File: config.mk
export PLATFORM = sky130hd
export DESIGN_NAME = ilf_iir_filter
export DESIGN_NICKNAME = d
export VERILOG_FILES = /design/src/pkg/ilf_pkg.sv /design/src/pkg/ilf_cfg_if.sv /design/src/verilog/ilf_cfg_latch.sv /design/src/verilog/ilf_iir_filter.sv
export SDC_FILE = /design/constraint.sdc
export NUM_CORES = 1
export LEC_CHECK = 0
export BUFFER_PORTS_ARGS = -buffer_cell sky130_fd_sc_hd__buf_2
export CAP_MARGIN = 0
export CORE_UTILIZATION = 23
export DETAILED_ROUTE_END_ITERATION = 12
export SYNTH_ARGS = -nofsm -noshare
export SYNTH_HDL_FRONTEND = slang
export SYNTH_SLANG_ARGS = --single-unit
File: constraint.sdc
create_clock -name clk -period 5.5 [get_ports clk]
set_input_delay 1.1 -clock clk [delete_from_list [all_inputs] [get_ports clk]]
set_output_delay 1.1 -clock clk [all_outputs]
set_load 0.005 [all_outputs]
File: src/pkg/ilf_pkg.sv
`default_nettype none
package ilf_pkg;
	localparam int SAMPLE_W = 24;
	localparam int MS_W = 16;
	localparam int LEVEL_W = 4;
	localparam logic [LEVEL_W-1:0] LEVEL_MAX = 4'h8;
	localparam logic [LEVEL_W-1:0] LEVEL_RESET = 4'h0;
	localparam logic [7:0] MODEL_STANDARD = 8'h00;
	localparam logic [7:0] MODEL_MULTI = 8'h01;
	localparam logic [7:0] MODEL_EXTENDED = 8'h02;
	localparam logic [7:0] MODEL_RESET = 8'h00;
	localparam int RATE_LOW_HZ = 15000;
	localparam int RATE_HIGH_HZ = 20000;
	localparam int CLK_HZ = 40000000;
	localparam int DIV_LOW = CLK_HZ / RATE_LOW_HZ;
	localparam int DIV_HIGH = CLK_HZ / RATE_HIGH_HZ;
	localparam int DIV_W = 12;
	typedef enum logic [1:0] {ILF_IDLE, ILF_CALC, ILF_SEND} ilf_state_type;
endpackage : ilf_pkg
`default_nettype wire

File: src/pkg/ilf_cfg_if.sv
`default_nettype none
interface ilf_cfg_if;
	import ilf_pkg::*;
	logic [LEVEL_W-1:0] level;
	logic fir_enable;
	logic apply;
	modport ctrl (output level, output fir_enable, output apply);
	modport core (input level, input fir_enable, input apply);
endinterface : ilf_cfg_if
`default_nettype wire

File: src/verilog/ilf_cfg_latch.sv
`default_nettype none
module ilf_cfg_latch
	import ilf_pkg::*;
(
	// Clock and reset
	input wire logic clk,
	input wire logic rst_b,
	// Requested settings
	input wire logic [7:0] function_model,
	input wire logic [ilf_pkg::LEVEL_W-1:0] iir_level_config,
	input wire logic fir_enable_config,
	input wire logic update_tick,
	// Settings seen by the filter
	ilf_cfg_if.ctrl cfg
);
	import ilf_pkg::*;
	logic [LEVEL_W-1:0] level;
	logic fir_en;
	logic apply;
	wire model_ok = (function_model == MODEL_EXTENDED);
	// Levels above the table saturate so the shift stays meaningful.
	wire [LEVEL_W-1:0] lvl_clip = (iir_level_config > LEVEL_MAX) ?
		LEVEL_MAX : iir_level_config;
	wire take = model_ok && update_tick;
	// Settings change only on an update tick so both stages switch together.
	always_ff @(posedge clk) begin
		if (!rst_b) begin
			level <= LEVEL_RESET;
			fir_en <= 1'b0;
			apply <= 1'b0;
		end else begin
			apply <= take;
			if (take) begin
				level <= lvl_clip;
				fir_en <= fir_enable_config;
			end
		end
	end
	assign cfg.level = level;
	assign cfg.fir_enable = fir_en;
	assign cfg.apply = apply;
endmodule : ilf_cfg_latch
`default_nettype wire

File: src/verilog/ilf_iir_filter.sv
`default_nettype none
// Overview of operation
// - Each converter result is 24 bits and keeps full width through filtering.
// - Samples are signed; 0x7fffff is positive full scale.
// - Multiple-sampling model outputs only the top 16 bits.
// - Two enables set independently at runtime; only the IIR level filters samples, the FIR enable just drives fir_active.
// - After reset both filters are off and samples pass unfiltered.
// - Filter settings are accepted only in extended filter model 2.
// - Settings change only on an update tick and apply to both filters together.
// - New output is old output plus difference over two to the level.
// - Level comes from the common setting; zero disables the filter.
// - First-order filter with levels one through eight.
// - Filter iterates once per I/O update, 15000 or 20000 per second.
module ilf_iir_filter
	import ilf_pkg::*;
(
	// Clock and reset
	input wire logic clk,
	input wire logic rst_b,
	// Converter samples
	input wire logic [ilf_pkg::SAMPLE_W-1:0] sample_in,
	input wire logic sample_valid,
	// Configuration
	input wire logic [7:0] function_model,
	input wire logic [ilf_pkg::LEVEL_W-1:0] iir_level_config,
	input wire logic fir_enable_config,
	input wire logic fast_rate,
	// Filtered output
	output logic [ilf_pkg::SAMPLE_W-1:0] data_out,
	output logic data_valid,
	output logic iir_active,
	output logic fir_active,
	output logic update_tick
);
	import ilf_pkg::*;

	ilf_cfg_if cfg ();
	ilf_state_type state;
	ilf_state_type next_state;
	logic [DIV_W-1:0] div_count;
	logic signed [SAMPLE_W-1:0] x_hold;
	logic signed [SAMPLE_W+1:0] y_state;
	logic [SAMPLE_W-1:0] y_out;
	logic x_fresh;

	// The update divider sets the filter iteration rate.
	wire [DIV_W-1:0] div_top = fast_rate ?
		DIV_W'(DIV_HIGH - 1) : DIV_W'(DIV_LOW - 1);
	wire tick = (div_count == div_top);

	always_ff @(posedge clk) begin
		if (!rst_b) begin
			div_count <= '0;
			update_tick <= 1'b0;
		end else begin
			div_count <= tick ? '0 : div_count + 1'b1;
			update_tick <= tick;
		end
	end

	ilf_cfg_latch u_cfg (
		.clk(clk),
		.rst_b(rst_b),
		.function_model(function_model),
		.iir_level_config(iir_level_config),
		.fir_enable_config(fir_enable_config),
		.update_tick(tick),
		.cfg(cfg.ctrl)
	);

	// Newest sample is held; the filter consumes one per update.
	always_ff @(posedge clk) begin
		if (!rst_b) begin
			x_hold <= '0;
			x_fresh <= 1'b0;
		end else if (sample_valid) begin
			x_hold <= sample_in;
			x_fresh <= 1'b1;
		end else if (state == ILF_CALC) begin
			x_fresh <= 1'b0;
		end
	end

	// Two guard bits keep the difference from wrapping at full scale.
	wire signed [SAMPLE_W+1:0] x_ext = {{2{x_hold[SAMPLE_W-1]}}, x_hold};
	wire signed [SAMPLE_W+1:0] diff = x_ext - y_state;
	wire signed [SAMPLE_W+1:0] step = diff >>> cfg.level;
	wire iir_on = (cfg.level != '0);
	wire signed [SAMPLE_W+1:0] y_next = iir_on ?
		y_state + step : x_ext;
	wire start = tick && x_fresh;

	always_comb begin
		next_state = state;
		case (state)
			ILF_IDLE: if (start) next_state = ILF_CALC;
			ILF_CALC: next_state = ILF_SEND;
			ILF_SEND: next_state = ILF_IDLE;
			default: next_state = ILF_IDLE;
		endcase
	end

	always_ff @(posedge clk) begin
		if (!rst_b) begin
			state <= ILF_IDLE;
			y_state <= '0;
		end else begin
			state <= next_state;
			if (state == ILF_CALC) y_state <= y_next;
		end
	end

	// The multiple-sampling model drops the low noisy bits of the sample.
	wire multi = (function_model == MODEL_MULTI);
	wire [SAMPLE_W-1:0] y_trim = y_state[SAMPLE_W-1:0];
	assign y_out = multi ?
		{{(SAMPLE_W-MS_W){y_trim[SAMPLE_W-1]}},
		y_trim[SAMPLE_W-1 -: MS_W]} : y_trim;

	always_ff @(posedge clk) begin
		if (!rst_b) begin
			data_out <= '0;
			data_valid <= 1'b0;
			iir_active <= 1'b0;
			fir_active <= 1'b0;
		end else begin
			data_valid <= (state == ILF_SEND);
			if (state == ILF_SEND) data_out <= y_out;
			// Both flags move only on a latched setting, so they switch together.
			if (cfg.apply) begin
				iir_active <= iir_on;
				fir_active <= cfg.fir_enable;
			end
		end
	end
endmodule : ilf_iir_filter
`default_nettype wire

==> results of run 1 <==
-- per-layer routing --
metal / vias to the layer above / GRT usage / part of all wire
met5: - / 0 / 0
met4: 0 / 0.0636 / 0.030
met3: 42 / 0.0227 / 0.050
met2: 259 / 0.246 / 0.47
met1: 3913 / 0.196 / 0.45
li1: 4031 / - / -
-- state kept, by name (all words and copies together), names as in the netlist, 2 cells and up --
name / flops
x_hold: 24
u_cfg.cfg.level: 4
div_count: 12
y_state: 26
state: 2
data_out: 24
-- cell usage in the layout, fill, tap and decap left out, drive strengths merged, types with 16 or more instances in the layout --
master	synthesis	routed
mux2i	56	56
nor2	73	73
a21o	27	27
o211a	18	18
a211oi	20	20
and3	25	25
nor2b	38	38
o21ai	55	55
xnor2	21	21
nand2	114	114
nand3	18	18
nor3	16	16
a21oi	89	89
inv	38	40
ha	52	52
xor2	30	30
o211ai	39	39
dfxtp	99	99
buf	9	138
-- cell families (layout without fill, tap and decap cells) --
family,after synthesis,in the layout
and+or+nand+nor,336,336
DFF,99,99
buffers and inverters,96,192
adders and majority gates,54,54
xor gates and xnor gates,51,51
AOI/OAI and AO/OA,335,335
muxes,71,71
-- repair_timing --
item,4_1_cts,5_1_grt
pin swaps,0,10
gates cloned,0,0
setup buffers,0,5
resized for setup,1,37
setup endpoints to repair,2,10
hold buffers,0,0
-- worst min-delay path by stage --
| stage | start | to | slack, ns | cells after the start |
|---|---|---|---|---|
| 2_1_floorplan | state[1]$_SDFFE_PN0P_ | state[0]$_SDFFE_PN0P_ | 0.43 | 1 |
| 3_3_place_gp | state[1]$_SDFFE_PN0P_ | state[0]$_SDFFE_PN0P_ | 0.46 | 1 |
| 3_5_place_dp | div_count[0]$_SDFF_PP0_ | div_count[0]$_SDFF_PP0_ | 0.48 | 1 |
| 4_1_cts | state[1]$_SDFFE_PN0P_ | state[0]$_SDFFE_PN0P_ | 0.49 | 1 |
| 5_1_grt | data_out[4]$_SDFFE_PN0P_ | data_out[4]$_SDFFE_PN0P_ | 0.51 | 1 |
| 6_report | state[1]$_SDFFE_PN0P_ | state[0]$_SDFFE_PN0P_ | 0.49 | 1 |
-- cells in the mapped netlist (10+ instances only) --
cell        n
o21ai_0    41
nor2_1     73
a211oi_1   20
mux2i_1    56
xnor2_1    21
nor3_1     15
nand3_1    18
o211a_1    18
o21ai_1    12
nand2_1   114
inv_1      38
a21o_1     25
clkbuf_1   46
xor2_1     29
a31oi_1    11
nand4_1    10
a21oi_1    87
dfxtp_1    99
and3_1     23
o21a_1     11
nor2b_1    38
ha_1       52
o211ai_1   39
-- cell type report --
| type | count | area (µm²) | area share |
|---|---|---|---|
| inverter | 38 | 143 | 0.0144 |
| clock inverter | 6 | 48.8 | 0.00493 |
| timing repair buffer | 138 | 866 | 0.0874 |
| tap | 461 | 577 | 0.0582 |
| sequential | 99 | 1980 | 0.200 |
| multi-input combinational | 847 | 6060 | 0.612 |
| clock buffer | 10 | 229 | 0.0231 |
-- power by group --
part	total, mW	switching, mW	internal [mW]	leakage, nW
Clock	0.617	0.305	0.312	0.131
Combinational	0.795	0.448	0.348	3.56
Sequential	0.745	0.0163	0.729	0.803
-- through the flow --
step / cells / TNS [ns] / util / instance area (µm²) / worst slack [ns]
6_report: 1599 / 0 / 0.278 / 9900 / 0.218
5_1_grt: 1599 / -0.0666 / 0.278 / 9900 / -0.0352
4_1_cts: 1594 / 0 / 0.273 / 9720 / 0.0275
3_5_place_dp: 1578 / -0.0325 / 0.266 / 9450 / -0.0284
3_3_place_gp: 1578 / 0 / 0.266 / 9450 / 0.00424
2_1_floorplan: 1042 / 0 / - / 8310 / 0.631
==> metrics.csv, run 1 <==
stage,metric,value,unit
setup_path,origin of the critical flop-to-flop path,y_state[6]$_SDFFE_PN0P_,
sta,Final min period,5.28,ns
floorplanning,area of the die,36900,µm²
sta,Fmax,189,MHz
logic_synthesis,Synth Area in XOR/XNOR,0.0547,
logic_synthesis,largest family of logic cells by synthesized area,compound AO/OA/AOI/OAI gates,
setup_path,FF-to-FF End,y_state[23]$_SDFFE_PN0P_,
setup_path,"Arr. time, crit path",5.58,ns
run_status,outcome,"finished, final reports clean",
cells_and_area,fraction of layout cells with a size suffix above 1,0.195,
setup_path,max incr delay on CP,0.56,ns
grt,Tot GR Track Use,0.151,
cells_and_area,Synth-to-Final Area Change,19.2,%
drt,Routed WL,27900,µm
drt,routed len/inst,17.5,µm
drt,# DRC,0,
logic_synthesis,"area leader, netlist",dfxtp_1,
logic_synthesis,Post-Synth Simple-Gate Area,0.198,
logic_synthesis,Synth async-reset ratio,0,
floorplanning,initial core utilization,0.234,
logic_synthesis,Mapped Nets,1137,
sta,Hold WS,0.489,ns
placement,Port Buf Inserts,68,
clock_network,root buf cell,clkbuf_16,
setup_path,worst reg2reg setup slack,0.22,ns
drt,Routed Antenna Nets,0,
grt,largest net degree at the start of global routing,75,
setup_path,cell type group with the largest total delay on the critical path,simple AND/OR/NAND/NOR gates,
sta,worst-margin pin slew,0.923,ns
logic_synthesis,synth unique cells,81,
floorplanning,DIE WIDTH,192,µm
drt,Initial DRT Pass Iterations,5,
power,Max IR drop VDD,0.142,mV
floorplanning,number of I/O pins,69,
sta,"Hold Vio Cnt, Final",0,
placement,post-DP HPWL,21700,µm
grt,initial antenna violation count,0,
cells_and_area,# diodes,0,
setup_path,CP Depth,22,
setup_path,end point of the critical path,y_state[23]$_SDFFE_PN0P_,
setup_path,cells along the critical path,"inv_1, ha_1, and3_2, and3_1, o21ai_1, a21oi_2, buf_4, nor4_4, a221oi_2, mux4_2, mux2i_2, mux2i_1, ha_1, nand2_1, a211oi_2, nand3_1, nand2_1, o211ai_1, a21oi_1, a21oi_1, or4b_1, a21oi_1",
grt,GRT overflow,0,
setup_path,Worst setup startpoint,y_state[6]$_SDFFE_PN0P_,
grt,vias in the first global route,7838,
floorplanning,# rows,69,
sta,Tcrit/Tclk final,0.960,
setup_path,CP max-delay cell,mux4_2,
floorplanning,Core Box Area,35600,µm²
setup_path,critical path's most frequent cell,a21oi_1,
logic_synthesis,syn avg cell area,7.97,µm²
clock_network,"Clk Latency, worst-skew pair",0.37,ns
setup_path,Worst EP required,5.80,ns
logic_synthesis,Synth Area in Adders,0.0831,
cells_and_area,# fillers,3871,
drt,DR iter-0 viols,703,
setup_path,CP Capture Type,register,
logic_synthesis,mux cell area share after synthesis,0.100,
logic_synthesis,complex-gate fraction of the synthesized area,0.275,
logic_synthesis,mapped cell area,8310,µm²
setup_path,Buf/Inv on CP,2,
clock_network,Num CTS Buffers,9,
logic_synthesis,ranking of synthesized cells by area,"dfxtp_1 (24%), ha_1 (7.8%), mux2i_1 (6.7%), a21oi_1 (5.2%), nand2_1 (5.2%)",
setup_path,path depth of the worst reg2reg path,22,
worst_hold_path,hold crit path type,reg -> reg,
setup_path,Worst Setup Path Type,reg -> reg,
flow_run,max-cap viol count,0,
setup_path,maximum fanout along the worst path,7,
sta,setup violators final,0,
floorplanning,Die Span Y,192,µm
clock_network,TritonCTS clock tree,done,
placement,Final Wtd Congestion,0.924,
logic_synthesis,Post-synth EDFFs,0,
clock_network,"Clk pin slew, worst setup/hold paths",0.07,ns
setup_path,CP Launch Type,register,
clock_network,worst-case clock buffer depth,2,
logic_synthesis,"Top FF cell, synth",dfxtp_1,
clock_network,Clock Sinks,99,
logic_synthesis,Synth Instances,1042,
power,power per cell area,218,nW/µm²
logic_synthesis,Synth top area share,0.239,
grt,first-pass GRT wire length,42900,µm
sta,slew margin rel.,0.384,
sta,unrepaired setup endpoints after global routing,yes,
sta,skew final,0.0119,ns
logic_synthesis,register area share after synthesis,0.239,
drt,via/cell ratio,5.16,
logic_synthesis,Synth Warn #,0,
cells_and_area,Final nets,1228,
sta,Slew Limit Fails,0,
power,total power draw,2.16,mW
drt,DR vias,8245,
logic_synthesis,"flops & latches, synth",99,
power,Leak,4.50,nW
clock_network,Clock H-tree levels,3,
No activity file was read; power rests on OpenSTA's default activity.
==> inputs of run 2 (changes only) <==
- CORE_UTILIZATION: 23 -> 30
==> run 2 against run 1 <==
Effect of this change: core utilization is 9.1 points higher; power is 4.3% higher; hold slack worse by 0.0037 ns; critical path depth stayed put; count of clock-buffer cells in the layout stayed put; final cell count is 7.0% lower; first-iteration DRC count is 9.5% lower; non-clock buffer count is 8 higher; die area is 23% lower; fmax is 0.83% lower; wire length is 4.3% lower.
==> metrics.csv, run 2 (synthesized netlist as in run 1, its figures left out) <==
stage,metric,value,unit,change
drt,Initial DRT Pass Iterations,5,,unchanged
placement,Cell Count Post-Placement,1466,,was 1578
grt,Tot GR Track Use,0.185,,was 0.151
drt,# DRC,0,,unchanged
setup_path,max incr delay on CP,0.52,ns,was 0.56 ns
sta,worst-margin pin slew,1.19,ns,was 0.923 ns
cells_and_area,Reg with most FFs,y_state,,unchanged
grt,initial antenna violation count,0,,unchanged
placement,Port Buf Inserts,68,,unchanged
sta,Slew Limit Fails,0,,unchanged
clock_network,TritonCTS clock tree,done,,unchanged
drt,via/cell ratio,5.55,,was 5.16
cells_and_area,Synth-to-Final Area Change,20.0,%,was 19.2%
drt,Routed WL,26700,µm,was 27900 µm
sta,Fmax,188,MHz,was 189 MHz
cells_and_area,fin area,9970,µm²,was 9900 µm²
sta,setup violators final,0,,unchanged
power,total power draw,2.25,mW,was 2.16 mW
cells_and_area,Final nets,1236,,was 1228
grt,GRT Max-Usage Layer,met2,,unchanged
clock_network,"Clk pin slew, worst setup/hold paths",0.07,ns,about the same
cells_and_area,fraction of layout cells with a size suffix above 1,0.222,,was 0.195
floorplanning,# rows,60,,was 69
placement,post-DP HPWL,20500,µm,was 21700 µm
flow_run,max-cap viol count,0,,unchanged
floorplanning,number of I/O pins,69,,unchanged
cells_and_area,max FFs per register,26,,unchanged
floorplanning,DIE WIDTH,168,µm,was 192 µm
clock_network,Post-CTS Hold Buffers,0,,unchanged
sta,Tcrit/Tclk final,0.968,,was 0.960
clock_network,worst-case clock buffer depth,2,,unchanged
cells_and_area,biggest regs,"y_state x26, data_out x24, x_hold x24",,unchanged
floorplanning,Die Span Y,168,µm,was 192 µm
power,Leak,4.56,nW,was 4.50 nW
grt,GRT overflow,0,,unchanged
floorplanning,area of the die,28400,µm²,was 36900 µm²
run_status,outcome,"finished, final reports clean",,unchanged
grt,largest net degree at the start of global routing,70,,was 75
sta,final setup margin,0.174,ns,was 0.218 ns
setup_path,"Arr. time, crit path",5.62,ns,was 5.58 ns
clock_network,Num CTS Buffers,9,,unchanged
sta,"Hold Vio Cnt, Final",0,,unchanged
power,Max IR drop VDD,0.150,mV,was 0.142 mV
setup_path,Worst Setup Path Type,reg -> reg,,unchanged
drt,Routed Antenna Nets,0,,unchanged
sta,skew final,0.00652,ns,was 0.0119 ns
setup_path,CP Capture Type,register,,unchanged
cells_and_area,final non-filler cell total,1487,,was 1599
grt,first-pass GRT wire length,41400,µm,was 42900 µm
placement,Post-Place Cell Area,9360,µm²,was 9450 µm²
setup_path,maximum fanout along the worst path,6,,was 7
clock_network,"Clk Latency, worst-skew pair",0.36,ns,was 0.37 ns
power,power per cell area,226,nW/µm²,was 218 nW/µm²
setup_path,cells along the critical path,"ha_1, fa_2, nand2b_4, a21o_1, a211o_1, a21oi_4, nand4b_1, nand3_1, a222oi_1, buf_4, o21ai_0, a2bb2oi_2, ha_2, nand4_1, a21oi_2, nand3_1, nand2_2, o211ai_1, a21oi_2, a21oi_1, or4b_1, a21oi_1",,"was inv_1, ha_1, and3_2, and3_1, o21ai_1, a21oi_2, buf_4, nor4_4, a221oi_2, mux4_2, mux2i_2, mux2i_1, ha_1, nand2_1, a211oi_2, nand3_1, nand2_1, o211ai_1, a21oi_1, a21oi_1, or4b_1, a21oi_1"
drt,DR vias,8249,,was 8245
floorplanning,Core Box Area,27000,µm²,was 35600 µm²
cells_and_area,"leading cell types in the layout, fill and taps excluded","nand2_1 (112), dfxtp_1 (95), buf_4 (78)",,"was nand2_1 (114), dfxtp_1 (99), a21oi_1 (77)"
clock_network,root buf cell,clkbuf_16,,unchanged
grt,met1 global-route usage,0.252,,was 0.196
setup_path,Worst EP required,5.79,ns,was 5.80 ns
floorplanning,initial core utilization,0.307,,was 0.234
setup_path,CP max-delay cell,a222oi_1,,was mux4_2
drt,DR iter-0 viols,636,,was 703
sta,Final min period,5.33,ns,was 5.28 ns
worst_hold_path,hold crit path type,reg -> reg,,unchanged
setup_path,CP Launch Type,register,,unchanged
cells_and_area,# diodes,0,,unchanged
grt,met2 Resource Use GR,0.298,,was 0.246
setup_path,cell type group with the largest total delay on the critical path,compound AO/OA/AOI/OAI gates,,was simple AND/OR/NAND/NOR gates
cells_and_area,final core occ,0.369,,was 0.278
grt,vias in the first global route,7704,,was 7838
cells_and_area,# fillers,2842,,was 3871
placement,Place WS,0.0420,ns,was -0.0284 ns
clock_network,Clock H-tree levels,3,,unchanged
setup_path,Buf/Inv on CP,1,,was 2
cells_and_area,"leading cell type in the layout, fill and taps excluded",nand2_1,,unchanged
clock_network,Clock Sinks,99,,unchanged
drt,routed len/inst,18.0,µm,was 17.5 µm
sta,slew margin rel.,0.207,,was 0.384
grt,met3 usage,0.0296,,was 0.0227
placement,Final Wtd Congestion,0.946,,was 0.924
[run 2: worst reg2reg max path: stages, from the launching register on]
cell	delay, ns
dfxtp_1	0.39
ha_1	0.25
fa_2	0.37
nand2b_4	0.17
a21o_1	0.20
a211o_1	0.37
a21oi_4	0.17
nand4b_1	0.16
nand3_1	0.13
a222oi_1	0.52
buf_4	0.20
o21ai_0	0.09
a2bb2oi_2	0.19
ha_2	0.41
nand4_1	0.14
a21oi_2	0.16
nand3_1	0.14
nand2_2	0.12
o211ai_1	0.16
a21oi_2	0.20
a21oi_1	0.10
or4b_1	0.49
a21oi_1	0.13
[run 2: per-stage QoR]
step	hold WS [ns]	TNS, ns
after detailed placement	0.478	0
final	0.485	0
after floorplan	0.427	0
after global placement	0.471	0
after CTS	0.487	0
after global routing	0.507	-0.0838
[run 2: final cells by class]
| class | count | area (µm²) | area share |
|---|---|---|---|
| Clock inverter | 6 | 80.1 | 0.00803 |
| Sequential cell | 99 | 1990 | 0.199 |
| Clock buffer | 10 | 239 | 0.0240 |
| Timing Repair Buffer | 146 | 926 | 0.0929 |
| Inverter | 38 | 143 | 0.0143 |
| Multi-Input combinational cell | 847 | 6170 | 0.619 |
| Tap cell | 341 | 427 | 0.0428 |
[run 2: metal layers]
layer  up-vias  part of all wire
li1       4035                 -
met4         0             0.019
met5         -                 0
met3        31             0.067
met1      3903              0.46
met2       280              0.45
[run 2: final timing paths]
check	end	slack, ns	depth (start not counted)	from
max	y_state[23]$_SDFFE_PN0P_	0.17	22	y_state[0]$_SDFFE_PN0P_
min	state[0]$_SDFFE_PN0P_	0.49	1	x_fresh$_SDFFE_PN0P_
min reg2reg	state[0]$_SDFFE_PN0P_	0.49	1	x_fresh$_SDFFE_PN0P_
max reg2reg	y_state[23]$_SDFFE_PN0P_	0.17	22	y_state[0]$_SDFFE_PN0P_
[run 2: power breakdown]
| group | switching, mW | total, mW | internal, mW |
|---|---|---|---|
| clock | 0.310 | 0.685 | 0.375 |
| combinational | 0.453 | 0.819 | 0.367 |
| sequential | 0.0171 | 0.746 | 0.729 |
| total | 0.780 | 2.25 | 1.47 |
[run 2: what timing repair did]
action,4_1_cts,5_1_grt
gates resized for setup,1,65
buffers inserted,0,5
pin swaps,0,21
setup endpoints to repair,1,12
==> inputs of run 3 (changes only) <==
- CORE_MARGIN: unset -> 1.5
- SYNTH_HIERARCHICAL: unset -> 1
==> run 3 against run 2 <==
Effect of this change: the flow now finishes with violations (negative setup slack); non-clock buffer count rose by 24; core utilization rose by 1.6 points; hold slack got worse by 0.020 ns; final cell count fell by 1.7%; wire length fell by 5.7%; synthesized area fell by 2.8%; sequential power barely moved; power fell by 0.88%; combinational power rose by 2%; flip-flop and latch count did not move; register-to-register slack got worse by 0.18 ns; synthesized cell count fell by 3.7%; largest power group unchanged; highest routed layer unchanged.
==> metrics.csv, run 3 <==
stage,metric,value,unit,change
run_status,outcome,finished with violations,,"was finished, final reports clean"
run_status,failing checks,negative setup slack,,
logic_synthesis,Synth async-reset ratio,0,,unchanged
placement,Port Buf Inserts,68,,unchanged
setup_path,Worst Setup Path Type,reg -> reg,,unchanged
setup_path,Worst setup startpoint,y_state[11]$_SDFFE_PN0P_,,was y_state[0]$_SDFFE_PN0P_
drt,met1 wire length,11900,µm,was 12300 µm
sta,Hold WS,0.466,ns,was 0.485 ns
power,Max IR drop VDD,0.158,mV,was 0.150 mV
clock_network,worst-case clock buffer depth,2,,unchanged
drt,# DRC,0,,unchanged
logic_synthesis,Post-synth EDFFs,0,,unchanged
grt,initial antenna violation count,0,,unchanged
placement,Cell Count Post-Placement,1420,,was 1466
logic_synthesis,"flops & latches, synth",99,,unchanged
cells_and_area,"leading cell type in the layout, fill and taps excluded",nand2_1,,unchanged
logic_synthesis,Mapped Nets,1098,,was 1137
cells_and_area,final non-filler cell total,1461,,was 1487
floorplanning,Core Box Area,26200,µm²,was 27000 µm²
drt,met2 routed WL,11400,µm,was 12100 µm
cells_and_area,fraction of layout cells with a size suffix above 1,0.253,,was 0.222
setup_path,CP Capture Type,register,,unchanged
grt,GRT overflow,0,,unchanged
sta,Slew Limit Fails,0,,unchanged
logic_synthesis,"area leader, netlist",dfxtp_1,,unchanged
logic_synthesis,ranking of synthesized cells by area,"dfxtp_1 (25%), mux2i_1 (9.3%), ha_1 (8.1%), nand2_1 (4.7%), a21oi_1 (4.7%)",,"was dfxtp_1 (24%), ha_1 (7.8%), mux2i_1 (6.7%), a21oi_1 (5.2%), nand2_1 (5.2%)"
floorplanning,area of the die,27900,µm²,was 28400 µm²
setup_path,"Arr. time, crit path",5.80,ns,was 5.62 ns
floorplanning,# rows,59,,was 60
logic_synthesis,Synth Warn #,6,,was 0
placement,Post-Place Cell Area,9170,µm²,was 9360 µm²
placement,post-DP HPWL,18700,µm,was 20500 µm
setup_path,maximum fanout along the worst path,8,,was 6
logic_synthesis,syn avg cell area,8.05,µm²,was 7.97 µm²
logic_synthesis,most frequent cell after synthesis,nand2_1,,unchanged
placement,Place WS,-0.138,ns,was 0.0420 ns
drt,Initial DRT Pass Iterations,5,,unchanged
cells_and_area,"leading cell types in the layout, fill and taps excluded","nand2_1 (102), buf_4 (96), dfxtp_1 (90)",,"was nand2_1 (112), dfxtp_1 (95), buf_4 (78)"
worst_hold_path,hold_sp,u_cfg/cfg.fir_enable$_SDFFE_PN0P_,,was x_fresh$_SDFFE_PN0P_
grt,largest net degree at the start of global routing,50,,was 70
clock_network,Num CTS Buffers,9,,unchanged
logic_synthesis,register area share after synthesis,0.246,,was 0.239
clock_network,root buf cell,clkbuf_16,,unchanged
setup_path,CP Launch Type,register,,unchanged
drt,routed len/inst,17.2,µm,was 18.0 µm
sta,"Hold Vio Cnt, Final",0,,unchanged
floorplanning,Die Span Y,167,µm,was 168 µm
sta,unrepaired setup endpoints after global routing,yes,,
clock_network,Clock H-tree levels,3,,unchanged
grt,Tot GR Track Use,0.177,,was 0.185
logic_synthesis,Synth Instances,1003,,was 1042
floorplanning,number of I/O pins,69,,unchanged
flow_run,max-cap viol count,0,,unchanged
sta,worst-margin pin slew,1.19,ns,about the same
clock_network,"Clk Latency, worst-skew pair",0.36,ns,about the same
power,Leak,4.54,nW,was 4.56 nW
drt,WL met3,1170,µm,was 1790 µm
sta,skew final,0.0138,ns,was 0.00652 ns
cells_and_area,biggest regs,"y_state x26, data_out x24, x_hold x24",,unchanged
sta,slew margin rel.,0.206,,was 0.207
grt,vias in the first global route,7351,,was 7704
floorplanning,DIE WIDTH,167,µm,was 168 µm
grt,first-pass GRT wire length,39500,µm,was 41400 µm
cells_and_area,max FFs per register,26,,unchanged
cells_and_area,Reg with most FFs,y_state,,unchanged
clock_network,Clock Sinks,99,,unchanged
setup_path,Worst EP required,5.79,ns,about the same
clock_network,TritonCTS clock tree,done,,unchanged
power,power per cell area,221,nW/µm²,was 226 nW/µm²
logic_synthesis,synth unique cells,76,,was 81
drt,Routed WL,25200,µm,was 26700 µm
sta,Final min period,5.50,ns,was 5.33 ns
logic_synthesis,mapped cell area,8070,µm²,was 8310 µm²
drt,DR iter-0 viols,577,,was 636
worst_hold_path,hold crit path type,reg -> reg,,unchanged
drt,max layer used,met4,,unchanged
cells_and_area,Synth-to-Final Area Change,25.1,%,was 20.0%
drt,via/cell ratio,5.34,,was 5.55
clock_network,"Clk pin slew, worst setup/hold paths",0.08,ns,was 0.07 ns
sta,Fmax,182,MHz,was 188 MHz
setup_path,origin of the critical flop-to-flop path,y_state[11]$_SDFFE_PN0P_,,was y_state[0]$_SDFFE_PN0P_
sta,Tcrit/Tclk final,1.00,,was 0.968
cells_and_area,final core occ,0.385,,was 0.369
floorplanning,initial core utilization,0.308,,was 0.307
drt,DR vias,7809,,was 8249
sta,setup violators final,1,,was 0
sta,final setup margin,-0.00270,ns,was 0.174 ns
logic_synthesis,synth cell count leaders,"nand2_1 (102), dfxtp_1 (99), a21oi_1 (75), mux2i_1 (75), nor2_1 (65)",,"was nand2_1 (114), dfxtp_1 (99), a21oi_1 (87)"
cells_and_area,Final nets,1216,,was 1236
logic_synthesis,"Top FF cell, synth",dfxtp_1,,unchanged
power,total power draw,2.23,mW,was 2.25 mW
sta,Setup TNS,-0.00270,ns,was 0 ns
drt,Routed Antenna Nets,0,,unchanged
cells_and_area,fin area,10100,µm²,was 9970 µm²
cells_and_area,# diodes,0,,unchanged
logic_synthesis,Synth top area share,0.246,,was 0.239
placement,Final Wtd Congestion,0.911,,was 0.946
==> run 3: changes by cell type in the layout (fill, tap and decap cells not counted), sizes merged, moves of 10 or more <==
cell / change
a21o: -10
and3: -14
a21oi: -10
xnor2: +11
mux2i: +19
buf: +24
nand2: -11
==> run 3: cell type report <==
class / count / area [µm²]
Multi-Input combinational cell: 801 / 6110
Inverter: 40 / 150
Fill cell: 2704 / 16100
Tap cell: 335 / 419
Sequential cell: 99 / 1990
Timing Repair Buffer: 170 / 1130
Clock buffer: 9 / 225
Clock inverter: 7 / 75.1
==> run 3: logic make-up (layout without fill, tap and decap cells) <==
group | after synthesis | after routing | synth area share
AND/OR/NAND/NOR | 326 | 326 | 0.200
adder cells (fa/ha/maj) | 54 | 54 | 0.0856
buffers and inverters | 103 | 226 | 0.0498
multiplexers | 85 | 85 | 0.118
XOR/XNOR | 54 | 54 | 0.0605
flip-flops | 99 | 99 | 0.246
AO/OA/AOI/OAI | 282 | 282 | 0.241
==> run 3: what timing repair did <==
action                                  4_1_cts  5_1_grt
hold buffers                                  0        0
gates resized for setup                      17       75
hold endpoints to repair                      0        0
pin swaps                                    17       41
cloned                                        0        0
setup buffers                                 8       17
endpoints found under the setup margin        5       11
==> run 3: path summary, 6_finish.rpt <==
| check | depth (start not counted) | end | slack (ns) |
|---|---|---|---|
| max | 23 | y_state[25]$_SDFFE_PN0P_ | -0.003 |
| min | 2 | u_cfg/cfg.fir_enable$_SDFFE_PN0P_ | 0.47 |
| max reg2reg | 23 | y_state[25]$_SDFFE_PN0P_ | -0.003 |
| min reg2reg | 2 | u_cfg/cfg.fir_enable$_SDFFE_PN0P_ | 0.47 |
==> run 3: report_power, final <==
| part | internal [mW] | leakage [nW] | switching (mW) |
|---|---|---|---|
| Sequential | 0.729 | 0.807 | 0.0167 |
| Clock | 0.323 | 0.145 | 0.328 |
| Combinational | 0.394 | 3.59 | 0.440 |
==> run 3: critical path, stage by stage (launching register included) <==
cell and delay [ns]:
dfxtp_1 0.33, inv_1 0.08, ha_1 0.38, buf_4 0.19, and4_1 0.42, a21o_1 0.24
a41oi_4 0.14, o21ai_2 0.21, xor2_2 0.16, mux2i_1 0.11, mux4_2 0.51, mux2i_1 0.20
ha_1 0.29, and2_4 0.18, a221oi_4 0.27, buf_4 0.16, o22a_1 0.21, o311ai_4 0.14
a311o_1 0.44, a211oi_2 0.24, xnor2_1 0.14, nor2_1 0.06, xnor2_1 0.15, a21oi_1 0.15
==> run 3: layer usage <==
| metal | track usage | vias up |
|---|---|---|
| li1 | - | 3873 |
| met1 | 0.242 | 3686 |
| met2 | 0.278 | 218 |
| met3 | 0.0292 | 32 |
| met4 | 0.0664 | 0 |
| met5 | 0 | - |
